**src/rtl/vsc_pkg.sv**
```systemverilog
package vsc_pkg;
	// ======================================
	// Command framing
	localparam int OP_W     = 5;
	localparam int PARAM_W  = 15;
	localparam int CMD_W    = OP_W + PARAM_W;
	localparam int SECT_W   = 11;
	localparam int BITCNT_W = 5;
	localparam logic [10:0] LAST_SECTOR = 11'h4ff;
	localparam int CELL_W   = 12;
	localparam logic [11:0] CELLS_PER_SECTOR = 12'hfff;
	localparam int DIV_W    = 8;
	localparam int RATE_W   = 2;
	localparam int DIV_LSB  = 2;
	localparam int RATE_LSB = 0;
	localparam logic [7:0] DIV_RESET  = 8'h01;
	localparam logic [1:0] RATE_RESET = 2'h0;
	localparam int BUSY_CYCLES = 4;
	localparam logic [3:0] BUSY_RESET = 4'h0;
	localparam logic [7:0] EXT_TIMEOUT = 8'hff;

	// ======================================
	// Operation codes
	typedef enum logic [4:0] {
		OP_NOP       = 5'h00,
		OP_ID_READ   = 5'h01,
		OP_SET_FWD   = 5'h02,
		OP_FWD       = 5'h03,
		OP_POWER_UP  = 5'h04,
		OP_STOP      = 5'h06,
		OP_HALT      = 5'h07,
		OP_SET_REC   = 5'h08,
		OP_REC       = 5'h09,
		OP_CLEAR     = 5'h0a,
		OP_DIG_WRITE = 5'h0b,
		OP_SET_PLAY  = 5'h0c,
		OP_PLAY      = 5'h0d,
		OP_DIG_READ  = 5'h0f
	} vsc_op_t;

	// ======================================
	// Operating states, Gray along idle-record-play-forward
	typedef enum logic [2:0] {
		ST_IDLE  = 3'b000,
		ST_REC   = 3'b001,
		ST_PLAY  = 3'b011,
		ST_FWD   = 3'b010,
		ST_SLEEP = 3'b110
	} vsc_state_t;

	typedef struct packed {
		logic [OP_W-1:0]    op;
		logic [PARAM_W-1:0] param;
	} vsc_cmd_t;

	typedef struct packed {
		vsc_state_t          state;
		logic                extClockPresent;
		logic [SECT_W-1:0]   sector;
		logic                endOfData;
	} vsc_status_t;
endpackage

```
**src/rtl/vsc_command_port.sv**
```systemverilog
`timescale 1ns/1ps
// Contract
// - Use external sample clock when present, else internal oscillator.
// - External clock divided by host-programmed ratio.
// - Recording advances one cell per sample clock; a tick in the same cycle as an accepted command is dropped.
// - Stopping record marks end of data; playback halts there.
// - Cells after end-of-data marker in that sector are never reused.
// - Memory addressed by sector, 1280 sectors.
// - Sectors 0 to 1279 accepted for audio.
// - Starting a write to a sector discards prior data.
// - Address field 15 bits; low 11 select the sector.
// - Serial bits accepted only while chip select low.
// - Command bits sampled on shift clock rising edge.
// - Busy output low while a command executes.
// - Decode port into strobes; keep readable status word.
// - Squelch control copied to dedicated output.
// - Command is 5-bit code then 15-bit parameter.
// - Power-up command resets and loads divider and rate.
// - Halt command stops and sleeps; only power-up follows.
module vsc_command_port
	import vsc_pkg::*;
(
	input  wire logic              clk,
	input  wire logic              rst,
	input  wire logic              chipSelect_n,
	input  wire logic              shiftClock,
	input  wire logic              serial_command_input,
	input  wire logic              external_sample_clock,
	input  wire logic              internalOscTick,
	input  wire logic              squelchActive,
	input  wire logic              endMarkerSeen,
	output logic                   busy_n,
	output logic                   quiet_passage_flag,
	output logic                   sampleTick,
	output logic                   recordStrobe,
	output logic                   playStrobe,
	output logic                   end_of_data_marker,
	output logic                   sectorWipe,
	output logic [SECT_W-1:0]      cellSector,
	output logic [CELL_W-1:0]      cellIndex,
	output logic [RATE_W-1:0]      rateSelect,
	output logic                   idReadStrobe,
	output vsc_status_t            current_state_word
);
	// ======================================
	// Serial shifter
	logic               sclkPrev, csPrev;
	logic [CMD_W-1:0]   shiftReg, next_shiftReg;
	logic [BITCNT_W-1:0] bitCount, next_bitCount;
	logic               cmdValid, next_cmdValid;
	logic               sclkRise;

	assign sclkRise = shiftClock & ~sclkPrev;

	always_comb begin
		next_shiftReg = shiftReg;
		next_bitCount = bitCount;
		next_cmdValid = 1'b0;
		if (chipSelect_n) begin
			next_bitCount = '0;
		end else if (csPrev) begin
			next_bitCount = '0;
			next_shiftReg = '0;
		end else if (sclkRise && bitCount < BITCNT_W'(CMD_W)) begin
			next_shiftReg = {shiftReg[CMD_W-2:0], serial_command_input};
			next_bitCount = bitCount + 1'b1;
			next_cmdValid = (bitCount == BITCNT_W'(CMD_W - 1));
		end
	end

	always_ff @(posedge clk) begin
		if (rst) begin
			sclkPrev <= 1'b0;
			csPrev   <= 1'b1;
			shiftReg <= '0;
			bitCount <= '0;
			cmdValid <= 1'b0;
		end else begin
			sclkPrev <= shiftClock;
			csPrev   <= chipSelect_n;
			shiftReg <= next_shiftReg;
			bitCount <= next_bitCount;
			cmdValid <= next_cmdValid;
		end
	end

	vsc_cmd_t cmd;
	assign cmd = vsc_cmd_t'(shiftReg);

	// ======================================
	// Sample clock selection and division
	logic              extPrev, extPresent, next_extPresent;
	logic [7:0]        extIdle, next_extIdle;
	logic [DIV_W-1:0]  divRatio, next_divRatio, divCount, next_divCount;
	logic [RATE_W-1:0] next_rateSelect;
	logic              next_sampleTick, extRise;

	assign extRise = external_sample_clock & ~extPrev;

	always_comb begin
		next_extIdle    = extRise ? '0 : (extIdle == EXT_TIMEOUT ? extIdle : extIdle + 1'b1);
		next_extPresent = (next_extIdle != EXT_TIMEOUT);
		next_divCount   = divCount;
		next_sampleTick = 1'b0;
		if (extPresent) begin
			if (extRise) begin
				if (divCount + 1'b1 >= divRatio) begin
					next_divCount   = '0;
					next_sampleTick = 1'b1;
				end else begin
					next_divCount = divCount + 1'b1;
				end
			end
		end else begin
			next_sampleTick = internalOscTick;
		end
		next_divRatio   = divRatio;
		next_rateSelect = rateSelect;
		if (cmdValid && vsc_op_t'(cmd.op) == OP_POWER_UP) begin
			next_divRatio   = cmd.param[DIV_LSB +: DIV_W];
			next_rateSelect = cmd.param[RATE_LSB +: RATE_W];
			next_divCount   = '0;
		end
	end

	always_ff @(posedge clk) begin
		if (rst) begin
			extPrev    <= 1'b0;
			extIdle    <= EXT_TIMEOUT;
			extPresent <= 1'b0;
			divRatio   <= DIV_RESET;
			divCount   <= '0;
			rateSelect <= RATE_RESET;
			sampleTick <= 1'b0;
		end else begin
			extPrev    <= external_sample_clock;
			extIdle    <= next_extIdle;
			extPresent <= next_extPresent;
			divRatio   <= next_divRatio;
			divCount   <= next_divCount;
			rateSelect <= next_rateSelect;
			sampleTick <= next_sampleTick;
		end
	end

	// ======================================
	// Operation control and cell addressing
	vsc_state_t         state, next_state;
	logic [SECT_W-1:0]  next_cellSector;
	logic [CELL_W-1:0]  next_cellIndex;
	logic               next_eod, next_wipe, next_rec, next_play, next_id, eodFlag, next_eodFlag;
	logic [3:0]         busyCount, next_busyCount;
	logic [SECT_W-1:0]  addr;

	assign addr = cmd.param[SECT_W-1:0];

	always_comb begin
		next_state      = state;
		next_cellSector = cellSector;
		next_cellIndex  = cellIndex;
		next_eod        = 1'b0;
		next_wipe       = 1'b0;
		next_id         = 1'b0;
		next_rec        = 1'b0;
		next_play       = 1'b0;
		next_eodFlag    = eodFlag;
		next_busyCount  = (busyCount != BUSY_RESET) ? busyCount - 1'b1 : busyCount;
		if (cmdValid && (state != ST_SLEEP || vsc_op_t'(cmd.op) == OP_POWER_UP)) begin
			next_busyCount = 4'(BUSY_CYCLES);
			case (vsc_op_t'(cmd.op))
				OP_POWER_UP: begin
					next_state      = ST_IDLE;
					next_cellSector = '0;
					next_cellIndex  = '0;
					next_eodFlag    = 1'b0;
				end
				OP_STOP: next_state = ST_IDLE;
				OP_HALT: next_state = ST_SLEEP;
				OP_SET_REC, OP_SET_PLAY, OP_SET_FWD, OP_CLEAR, OP_DIG_WRITE: begin
					if (addr <= LAST_SECTOR) begin
						next_cellSector = addr;
						next_cellIndex  = '0;
						next_eodFlag    = 1'b0;
						next_wipe       = (cmd.op == OP_CLEAR) || (cmd.op == OP_DIG_WRITE);
						next_state = (cmd.op == OP_SET_REC) ? ST_REC :
							(cmd.op == OP_SET_PLAY) ? ST_PLAY :
							(cmd.op == OP_SET_FWD) ? ST_FWD : ST_IDLE;
					end
				end
				OP_REC, OP_PLAY, OP_FWD: begin
					if (cmd.op != OP_REC || !eodFlag) begin
						next_state = (cmd.op == OP_REC) ? ST_REC :
							(cmd.op == OP_PLAY) ? ST_PLAY : ST_FWD;
					end
					if (cmd.op == OP_REC && eodFlag) begin
						next_cellSector = (cellSector == LAST_SECTOR) ? '0 : cellSector + 1'b1;
						next_cellIndex  = '0;
						next_eodFlag    = 1'b0;
						next_state      = ST_REC;
					end
				end
				OP_ID_READ: next_id = 1'b1;
				default: ;
			endcase
			if (state == ST_REC && next_state != ST_REC) begin
				next_eod     = 1'b1;
				next_eodFlag = 1'b1;
			end
		end else if (sampleTick && (state == ST_REC || state == ST_PLAY)) begin
			if (state == ST_PLAY && endMarkerSeen) begin
				next_state = ST_IDLE;
			end else begin
				next_rec  = (state == ST_REC);
				next_play = (state == ST_PLAY);
				if (cellIndex == CELLS_PER_SECTOR) begin
					next_cellIndex  = '0;
					next_cellSector = (cellSector == LAST_SECTOR) ? '0 : cellSector + 1'b1;
				end else begin
					next_cellIndex = cellIndex + 1'b1;
				end
			end
		end
	end

	always_ff @(posedge clk) begin
		if (rst) begin
			state              <= ST_IDLE;
			cellSector         <= '0;
			cellIndex          <= '0;
			eodFlag            <= 1'b0;
			busyCount          <= BUSY_RESET;
			end_of_data_marker <= 1'b0;
			sectorWipe         <= 1'b0;
			recordStrobe       <= 1'b0;
			playStrobe         <= 1'b0;
			idReadStrobe       <= 1'b0;
			busy_n             <= 1'b1;
			quiet_passage_flag <= 1'b0;
			current_state_word <= '0;
		end else begin
			state              <= next_state;
			cellSector         <= next_cellSector;
			cellIndex          <= next_cellIndex;
			eodFlag            <= next_eodFlag;
			busyCount          <= next_busyCount;
			end_of_data_marker <= next_eod;
			sectorWipe         <= next_wipe;
			recordStrobe       <= next_rec;
			playStrobe         <= next_play;
			idReadStrobe       <= next_id;
			busy_n             <= (next_busyCount == BUSY_RESET);
			quiet_passage_flag <= squelchActive;
			current_state_word <= '{state: next_state, extClockPresent: next_extPresent,
				sector: next_cellSector, endOfData: next_eodFlag};
		end
	end
endmodule

```
**config.mk**
```make
export PLATFORM = sky130hd
export DESIGN_NAME = vsc_command_port
export DESIGN_NICKNAME = d
export VERILOG_FILES = /design/src/rtl/vsc_pkg.sv /design/src/rtl/vsc_command_port.sv
export SDC_FILE = /design/constraint.sdc
export NUM_CORES = 1
export LEC_CHECK = 0
export ABC_AREA = 1
export CAP_MARGIN = 0
export CORE_MARGIN = 2
export CORE_UTILIZATION = 60
export CTS_CLUSTER_DIAMETER = 40
export DETAILED_ROUTE_END_ITERATION = 16
export DONT_BUFFER_PORTS = 1
export PLACE_DENSITY = 0.86
export SYNTH_ARGS = -nofsm -noshare
export SYNTH_HDL_FRONTEND = slang
export SYNTH_SLANG_ARGS = --single-unit
```
**constraint.sdc**
```tcl
create_clock -name clk -period 5.15 [get_ports clk]
set_clock_uncertainty 0.05 [all_clocks]
set_input_delay 0.7725 -clock clk [delete_from_list [all_inputs] [get_ports clk]]
set_output_delay 0.7725 -clock clk [all_outputs]
set_load 0.05 [all_outputs]
```
==> results of run 1 <==
-- cell usage in the layout, fill, tap and decap left out, types with 8 or more instances in the layout --
master,n
clkbuf_8,10
a21oi_1,54
nand2_1,161
nand3_1,84
xor2_1,14
nand4_1,8
or2_2,8
inv_1,71
nor2_1,102
o21ai_0,38
dfxtp_1,95
nor3_1,13
ha_1,14
-- worst min path at each step --
stage | slack (ns) | from | to | depth (start not counted)
2_1_floorplan | 0.39 | divRatio[1] | divRatio[1] | 2
3_3_place_gp | 0.40 | cmd[14] | cmd[14] | 2
3_5_place_dp | 0.41 | cmd[14] | cmd[14] | 2
4_1_cts | 0.41 | rst | current_state_word[12] | 1
5_1_grt | 0.41 | rst | current_state_word[12] | 1
6_report | 0.42 | cmd[14] | cmd[14] | 2
-- cell type report --
class	count	area share [%]
clock buffers	10	2.60
clock inverters	5	1.11
inverters	76	5.43
multi-input cells	546	52.1
flip-flops and latches	95	35.9
well taps	105	2.48
repair buffers	3	0.425
-- where the power goes --
| part | switching, mW | internal (mW) | total (mW) |
|---|---|---|---|
| Sequential | 0.0401 | 0.763 | 0.804 |
| Clock | 0.258 | 0.235 | 0.494 |
| Combinational | 0.112 | 0.0678 | 0.180 |
-- per-layer routing --
| metal | share of wire (%) | routed length, µm | track usage [%] |
|---|---|---|---|
| met1 | 43 | 4910 | 29.5 |
| met2 | 49 | 5700 | 44.6 |
| met3 | 6.0 | 696 | 4.26 |
| met4 | 2.1 | 239 | 10.8 |
| met5 | 0 | 0 | 0 |
-- registers in the layout, summed over array words and instances (netlist names), 4 cells and up --
name	flops
cmd	20
busyCount	4
divCount	8
bitCount	5
current_state_word	12
divRatio	8
cellIndex	12
extIdle	8
-- cell families (layout without fill, tap and decap cells) --
kind of cell | count (synthesis) | in the layout | synth area share, %
buffers and inverters | 113 | 94 | 9.87
AOI/OAI and AO/OA | 107 | 107 | 11.2
and+or+nand+nor | 406 | 406 | 35.5
xor gates and xnor gates | 17 | 17 | 2.88
muxes | 2 | 2 | 0.387
DFF | 95 | 95 | 36.8
adders and majority gates | 14 | 14 | 3.39
-- worst max-delay path: stages (launching register included) --
cell	delay (ns)
dfxtp_1	1.09
ha_1	0.34
nand2_1	0.06
nor2_1	0.31
nand3_1	0.24
nand2_1	0.26
o21ai_0	0.18
nor2_1	0.13
nor2_1	0.05
-- per-stage QoR --
stage	worst slack, ns	cell area (µm²)	cells
finish	2.33	5300	840
global route	2.13	5300	840
CTS	2.35	5300	840
detailed placement	2.37	5100	825
global placement	2.50	5100	825
floorplan	2.83	5170	754
==> metrics.cfg, run 1 <==
[timing]
setup_viol=0
rsz0062_at_grt=no
finalCritPeriodShare_pct=54.8
worstMarginPinSlew_ns=1.16
hold_viol=0
slew_violations=0
tns_ns=0
holdWs_ns=0.419
min_period_ns=2.82
max_freq_mhz=355
max-slew-margin-rel_pct=22.8

[setup_path]
worstPathMaxFanout=8
setup.worst_path.start_class=flop
cp-startpoint=current_state_word[1]
endpoint_kind=flop
r2r_start=current_state_word[1]
cp.required_ns=5.36
cp_data_arrival_time_ns=3.03
worstSetupPathType=reg -> reg
reg2regPathDepth=8
rrSetupSlack_ns=2.33
critPathCapture=current_state_word[10]
regToRegEndpoint=current_state_word[10]

[clock_tree]
cts_buffers=9
cts.path.max_buffers=2
post_cts_buffers=0
cts_root_buf=clkbuf_8
htreeDepth=3
cts.sinks=95
cts_resized=0
clk_latency_ns=0.36
path_clk_slew_ns=0.09
hold_buffers=0
cts_tree=yes

[route]
ant_nets=0
wire_per_inst_um=13.8
num_vias=4774
dr.pass1.iters=5
drc=0
drtIter0Drc=361
routed_wl_um=11600
avgViaCountPerCell=5.68

[floorplanning]
die_y_um=96.8
core_area_um2=8300
num_rows=33
design.die.area_um2=9380
die_x_um=96.8
pin_count=58
start_util_pct=62.3

[synth]
synth_top_area_share_pct=36.8
seq_area_frac_synth_pct=36.8
yosys_warnings=0
synthTopCellsByCount=nand2_1 (161), nor2_1 (102), dfxtp_1 (95)
synth_edf_count=0
synth.ff_latch_count=95
synthesis.area_um2=5170
syn_area_per_cell_um2=6.86
syn_nets=777
synth_ff_type=dfxtp_1
synth_area_leaders=dfxtp_1 (37%), nand2_1 (12%), nand3_1 (8.1%)
synth.distinct_cells=45
yosysMostFrequentCell=nand2_1
async_flop_share_pct=0
syn-instance-count=754
synth_area_leader_cell=dfxtp_1

[grt]
track_usage_pct=25.1
grt_pass1_wl_um=20100
grt_max_degree=42
overflow=0
antenna_found_initial=0
grt_pass1_vias=4626

[power_and_ir_drop]
power_mw=1.48
peakVddDrop_uv=148
power.density_nw_per_um2=279
leakagePower_nw=2.22

[cells_and_area]
drive_gt1_share_pct=6.94
syn_to_final_growth_pct=2.47
n_antenna_cell=0
fillers=763
seq_area_um2=1900
final_util_pct=63.8
multi_input_area_um2=2760
nets=754

[place]
hpwl_um=8220
portBuffers=0
gp_congestion=0.938

[flow_run]
cap_violations=0

[outcome]
status=completed

[min_path]
min_path_type=reg -> reg

Note: power is estimated with default switching activity, not from simulation.
==> run 2, diff against run 1 <==
--- a/config.mk
+++ b/config.mk
@@ -5,14 +5,14 @@
 export SDC_FILE = /design/constraint.sdc
 export NUM_CORES = 1
 export LEC_CHECK = 0
-export ABC_AREA = 1
+export ABC_AREA = 0
 export CAP_MARGIN = 0
 export CORE_MARGIN = 2
-export CORE_UTILIZATION = 60
+export CORE_UTILIZATION = 57
 export CTS_CLUSTER_DIAMETER = 40
 export DETAILED_ROUTE_END_ITERATION = 16
 export DONT_BUFFER_PORTS = 1
-export PLACE_DENSITY = 0.86
+export PLACE_DENSITY = 0.85
 export SYNTH_ARGS = -nofsm -noshare
 export SYNTH_HDL_FRONTEND = slang
 export SYNTH_SLANG_ARGS = --single-unit
==> constraint.sdc (replaced) <==
create_clock -name clk -period 2.35 [get_ports clk]
set_clock_uncertainty 0.05 [all_clocks]
set_input_delay 0.3525 -clock clk [delete_from_list [all_inputs] [get_ports clk]]
set_output_delay 0.3525 -clock clk [all_outputs]
set_load 0.05 [all_outputs]
==> metrics.cfg, run 2 <==
[setup_path]
reg2regPathDepth=11
worstPathCellList=buf_4 -> ha_4 -> nand3_4 -> nor2_2 -> xor2_1 -> ha_1 -> a211oi_2 -> o21ai_1 -> a41oi_2 -> o311ai_4 -> a21oi_1
worst-path-buf-inv=1
regToRegEndpoint=divCount[1]
worstSetupPathType=reg -> reg
rrSetupSlack_ns=-0.02
cpMaxStageDelayCell=dfxtp_2
r2r_start=divCount[0]
setup.worst_path.start_class=flop
cpPeakStageDelay_ns=0.38
cp_data_arrival_time_ns=2.60
cp-startpoint=divCount[0]
worstPathMaxFanout=8
critical_path.top_delay_family=compound AO/OA/AOI/OAI gates
endpoint_kind=flop
cp.required_ns=2.58

[place]
gp_congestion=0.890
placed_cells=700
hpwl_um=8010
portBuffers=0
placed_cell_area_um2=5040

[timing]
slew_violations=0
rsz0062_at_grt=yes
holdWs_ns=0.0240
setup_slack_ns=-0.0173
finalCritPeriodShare_pct=101
max-slew-margin-rel_pct=61.2
worstMarginPinSlew_ns=0.579
min_period_ns=2.37
setup_viol=3
hold_viol=0
max_freq_mhz=422

[route]
wire_per_inst_um=16.7
drtIter0Drc=398
num_vias=4509
routed_wl_um=12200
drc=0
avgViaCountPerCell=6.19
ant_nets=0
dr.pass1.iters=5

[outcome]
status=finished with violations
violations=setup timing

[synth]
async_flop_share_pct=0
synthesis.area_um2=4720
synth.distinct_cells=54
synth_area_leaders=dfxtp_1 (40%), a21oi_1 (7.3%), nand2_1 (6.8%)
synthTopCellsByCount=dfxtp_1 (95), nand2_1 (86), a21oi_1 (69)
yosysMostFrequentCell=dfxtp_1
syn_nets=608
synth_top_area_share_pct=40.3
seq_area_frac_synth_pct=40.3
synth.ff_latch_count=95
yosys_warnings=0
syn_area_per_cell_um2=8.07
synth_ff_type=dfxtp_1
syn-instance-count=585
synth_edf_count=0
synth_area_leader_cell=dfxtp_1

[floorplanning]
design.die.area_um2=9030
start_util_pct=58.0
core_area_um2=8130
die_x_um=95.0
die_y_um=95.0
num_rows=33
pin_count=58

[cells_and_area]
nets=642
layout.cells.non_filler=729
drive_gt1_share_pct=15.7
n_antenna_cell=0
largest_reg_flops=20
final_cell_mix=dfxtp_1 (90), nand2_1 (86), a21oi_1 (68)
fillers=618
final_common_cell=dfxtp_1
syn_to_final_growth_pct=15.6
fin_area_um2=5460

[clock_tree]
clk_latency_ns=0.36
cts_buffers=9
cts.path.max_buffers=2
htreeDepth=3
path_clk_slew_ns=0.09
cts_root_buf=clkbuf_8
cts.sinks=95
cts_tree=yes

[power_and_ir_drop]
power.density_nw_per_um2=590
p_sw_mw=0.866
pwr-share-clk_pct=33.1
peakVddDrop_uv=351
leakagePower_nw=2.00
combPwrFrac_pct=12.2
internal_power_mw=2.36
p_seq_share_pct=54.7
switching_share_pct=26.9

[min_path]
min_to=busyCount[1]
whs_path_depth=1
min_path_type=in -> reg
hp-start=rst

[grt]
antenna_found_initial=0
overflow=0
track_usage_pct=25.5
grt_max_degree=53
grt_pass1_vias=3949
grt_pass1_wl_um=18200

[flow_run]
cap_violations=0

==> run 2: cell types whose count changed after synthesis, sizes merged, moves of 11 or more <==
cell,previous run,this run
nor2b,0,11
nor2,109,40
a21oi,54,70
nand3,85,18
nand3b,4,18
nand2,172,86
o21ai,40,22
inv,75,27
==> run 2: worst max path at each step <==
stage | endpoint | depth (start not counted) | slack, ns
after floorplan | current_state_word[2] | 7 | 0.002
after global placement | divCount[1] | 10 | -0.03
after detailed placement | divCount[1] | 10 | -0.22
after CTS | sampleTick | 10 | -0.005
after global routing | divCount[3] | 11 | -0.08
final | divCount[1] | 11 | -0.02
==> run 2: cell families after synthesis <==
| kind of cell | Yosys count | synth area share [%] |
|---|---|---|
| xor gates and xnor gates | 21 | 3.90 |
| muxes | 6 | 1.27 |
| buffers and inverters | 68 | 6.63 |
| DFF | 95 | 40.3 |
| adders and majority gates | 14 | 3.71 |
| AOI/OAI and AO/OA | 143 | 19.0 |
| and+or+nand+nor | 238 | 25.2 |
==> run 2: routing by layer <==
metal / global-route usage, % / share of wire [%] / vias to the layer above
met5: 0 / 0 / -
met4: 10.9 / 2.5 / 0
met3: 7.66 / 8.4 / 31
met2: 40.6 / 47 / 213
met1: 32.1 / 42 / 2141
li1: - / - / 2124
==> run 2: timing repair <==
item	in CTS	in global routing
hold endpoints to repair	5	3
hold buffers	2	5
endpoints found under the setup margin	13	18
pin swaps	3	14
resized for setup	10	13
buffers inserted	0	5
gates cloned	0	1
==> run 2: cell type report <==
| cell class | instances | area, µm² | area share [%] |
|---|---|---|---|
| Inverter | 27 | 101 | 1.86 |
| Clock inverter | 3 | 42.5 | 0.779 |
| Timing Repair Buffer | 63 | 503 | 9.22 |
| Tap cell | 105 | 131 | 2.41 |
| Sequential cell | 95 | 1910 | 35.0 |
| Multi-Input combinational cell | 423 | 2620 | 48.1 |
| Clock buffer | 13 | 149 | 2.73 |
==> run 2: stage by stage <==
stage	utilization [%]	setup WS (ns)	setup TNS [ns]	total power [mW]
global placement	62.0	-0.0336	-0.0987	2.12
detailed placement	62.0	-0.215	-1.75	2.15
CTS	65.1	-0.00502	-0.00502	3.21
finish	67.1	-0.0173	-0.0249	3.22
floorplan	-	0.00213	0	2.08
global route	67.1	-0.0784	-0.511	3.36
==> run 2: power groups by stage <==
stage	clock network, mW	registers, mW	logic, mW
2_1_floorplan	0	1.78	0.298
3_3_place_gp	0	1.79	0.332
3_5_place_dp	0	1.80	0.358
4_1_cts	1.08	1.76	0.369
5_1_grt	1.16	1.77	0.437
6_report	1.07	1.76	0.395
==> run 3, diff against run 2 <==
--- a/config.mk
+++ b/config.mk
@@ -13,6 +13,7 @@
 export DETAILED_ROUTE_END_ITERATION = 16
 export DONT_BUFFER_PORTS = 1
 export PLACE_DENSITY = 0.85
+export REMOVE_ABC_BUFFERS = 1
 export SYNTH_ARGS = -nofsm -noshare
 export SYNTH_HDL_FRONTEND = slang
 export SYNTH_SLANG_ARGS = --single-unit
==> metrics.cfg, run 3 (same netlist as run 2, synthesis figures left out) <==
[setup_path]
worstPathMaxFanout=8
setup.worst_path.start_class=flop
cp.required_ns=2.59
cp_data_arrival_time_ns=2.62
endpoint_kind=flop
worstSetupPathType=reg -> reg

[cells_and_area]
drive_gt1_share_pct=16.4
fillers=641
multi_input_area_um2=2590
final_cell_mix=dfxtp_1 (91), nand2_1 (86), a21oi_1 (65)
syn_to_final_growth_pct=14.9
seq_area_um2=1910
n_antenna_cell=0
largest_reg_flops=20
final_util_pct=66.7
final_common_cell=dfxtp_1
nets=640

[timing]
setup_slack_ns=-0.0328
setup_viol=2
worstMarginPinSlew_ns=1.18
hold_viol=0
finalCritPeriodShare_pct=101
max-slew-margin-rel_pct=21.3
min_period_ns=2.38
slew_violations=0
max_freq_mhz=420

[grt]
grt_pass1_vias=4079
grt_max_degree=30
overflow=0
grt_pass1_wl_um=18500
antenna_found_initial=0
track_usage_pct=26.1

[clock_tree]
cts_root_buf=clkbuf_8
cts_tree=yes
clk_latency_ns=0.37
cts.sinks=95
htreeDepth=3
path_clk_slew_ns=0.08
cts_buffers=9
cts.path.max_buffers=2

[route]
avgViaCountPerCell=6.02
num_vias=4370
drtIter0Drc=345
ant_nets=0
drc=0
routed_wl_um=11800
wire_per_inst_um=16.3
dr.pass1.iters=6

[power_and_ir_drop]
power.density_nw_per_um2=595
power_mw=3.23
leakagePower_nw=2.00
peakVddDrop_uv=329

[outcome]
status=finished with violations
violations=setup timing

[place]
gp_congestion=0.861
portBuffers=0
hpwl_um=7710

[floorplanning]
die_y_um=95.0
num_rows=33
design.die.area_um2=9030
core_area_um2=8130
die_x_um=95.0
start_util_pct=58.0
pin_count=58

[flow_run]
cap_violations=0

[min_path]
min_path_type=in -> reg

-- run 3: cell types whose count changed in the layout (fill, tap and decap cells not counted), moves of 2 or more --
cell,previous run,this run
nor2_1,37,35
a21oi_1,68,65
dlygate4sd3_1,7,5
nand3_4,2,0
a21oi_2,2,5
clkbuf_1,3,1
nand3_2,0,2
-- run 3: worst paths after layout --
kind	from	end	slack, ns	cells after the start
worst max register to register	divCount[0]	divCount[0]	-0.03	12
worst min-delay path	rst	current_state_word[12]	0.02	1
worst min register to register	cmd[13]	cmd[13]	0.41	2
worst max-delay path	divCount[0]	divCount[0]	-0.03	12
-- run 3: metrics by stage --
stage / setup TNS, ns / setup slack [ns] / hold slack (ns) / instances / area (µm²)
detailed placement: -0.387 / -0.0809 / 0.380 / 702 / 5060
global route: -0.981 / -0.137 / 0.00653 / 726 / 5430
CTS: 0 / 0.00213 / 0.00247 / 722 / 5320
floorplan: -3.33 / -0.366 / 0.372 / 544 / 4510
global placement: 0 / 0.0462 / 0.378 / 702 / 5060
finish: -0.0328 / -0.0328 / 0.0187 / 726 / 5430
-- run 3: what timing repair did --
action,in CTS,in global routing
resized for setup,3,22
buffers inserted,1,3
endpoints found under the hold margin,30,2
setup endpoints to repair,9,20
pin swaps,1,10
hold buffers,4,1
-- run 3: worst max-delay path, cell delays in order (launching register included) --
cell and delay [ns]:
dfxtp_2 0.34, buf_4 0.12, ha_2 0.20, nand3_2 0.12, nor2_2 0.14, xor2_1 0.08, ha_1 0.22, a211oi_2 0.25
o21ai_2 0.09, a41oi_2 0.22, o311ai_1 0.14, buf_4 0.20, nor2_1 0.13
-- run 3: power breakdown --
part,switching [mW],internal [mW],total [mW]
combinational,0.217,0.165,0.382
clock,0.545,0.543,1.09
sequential,0.0881,1.67,1.76
total,0.850,2.38,3.23
-- run 3: final cells by class --
class	instances	share of cell area, %
Clock buffer	12	2.86
Inverter	27	1.87
Clock inverter	3	0.784
Multi-Input combinational cell	422	47.7
Tap cell	105	2.42
Sequential cell	95	35.1
Timing Repair Buffer	62	9.27
-- run 3: metal layers --
layer | up-vias | GRT usage (%) | share of wire, %
li1 | 2107 | - | -
met1 | 2068 | 31.4 | 42
met2 | 161 | 44.3 | 49
met3 | 34 | 5.99 | 6.6
met4 | 0 | 11.8 | 2.5
met5 | - | 0 | 0
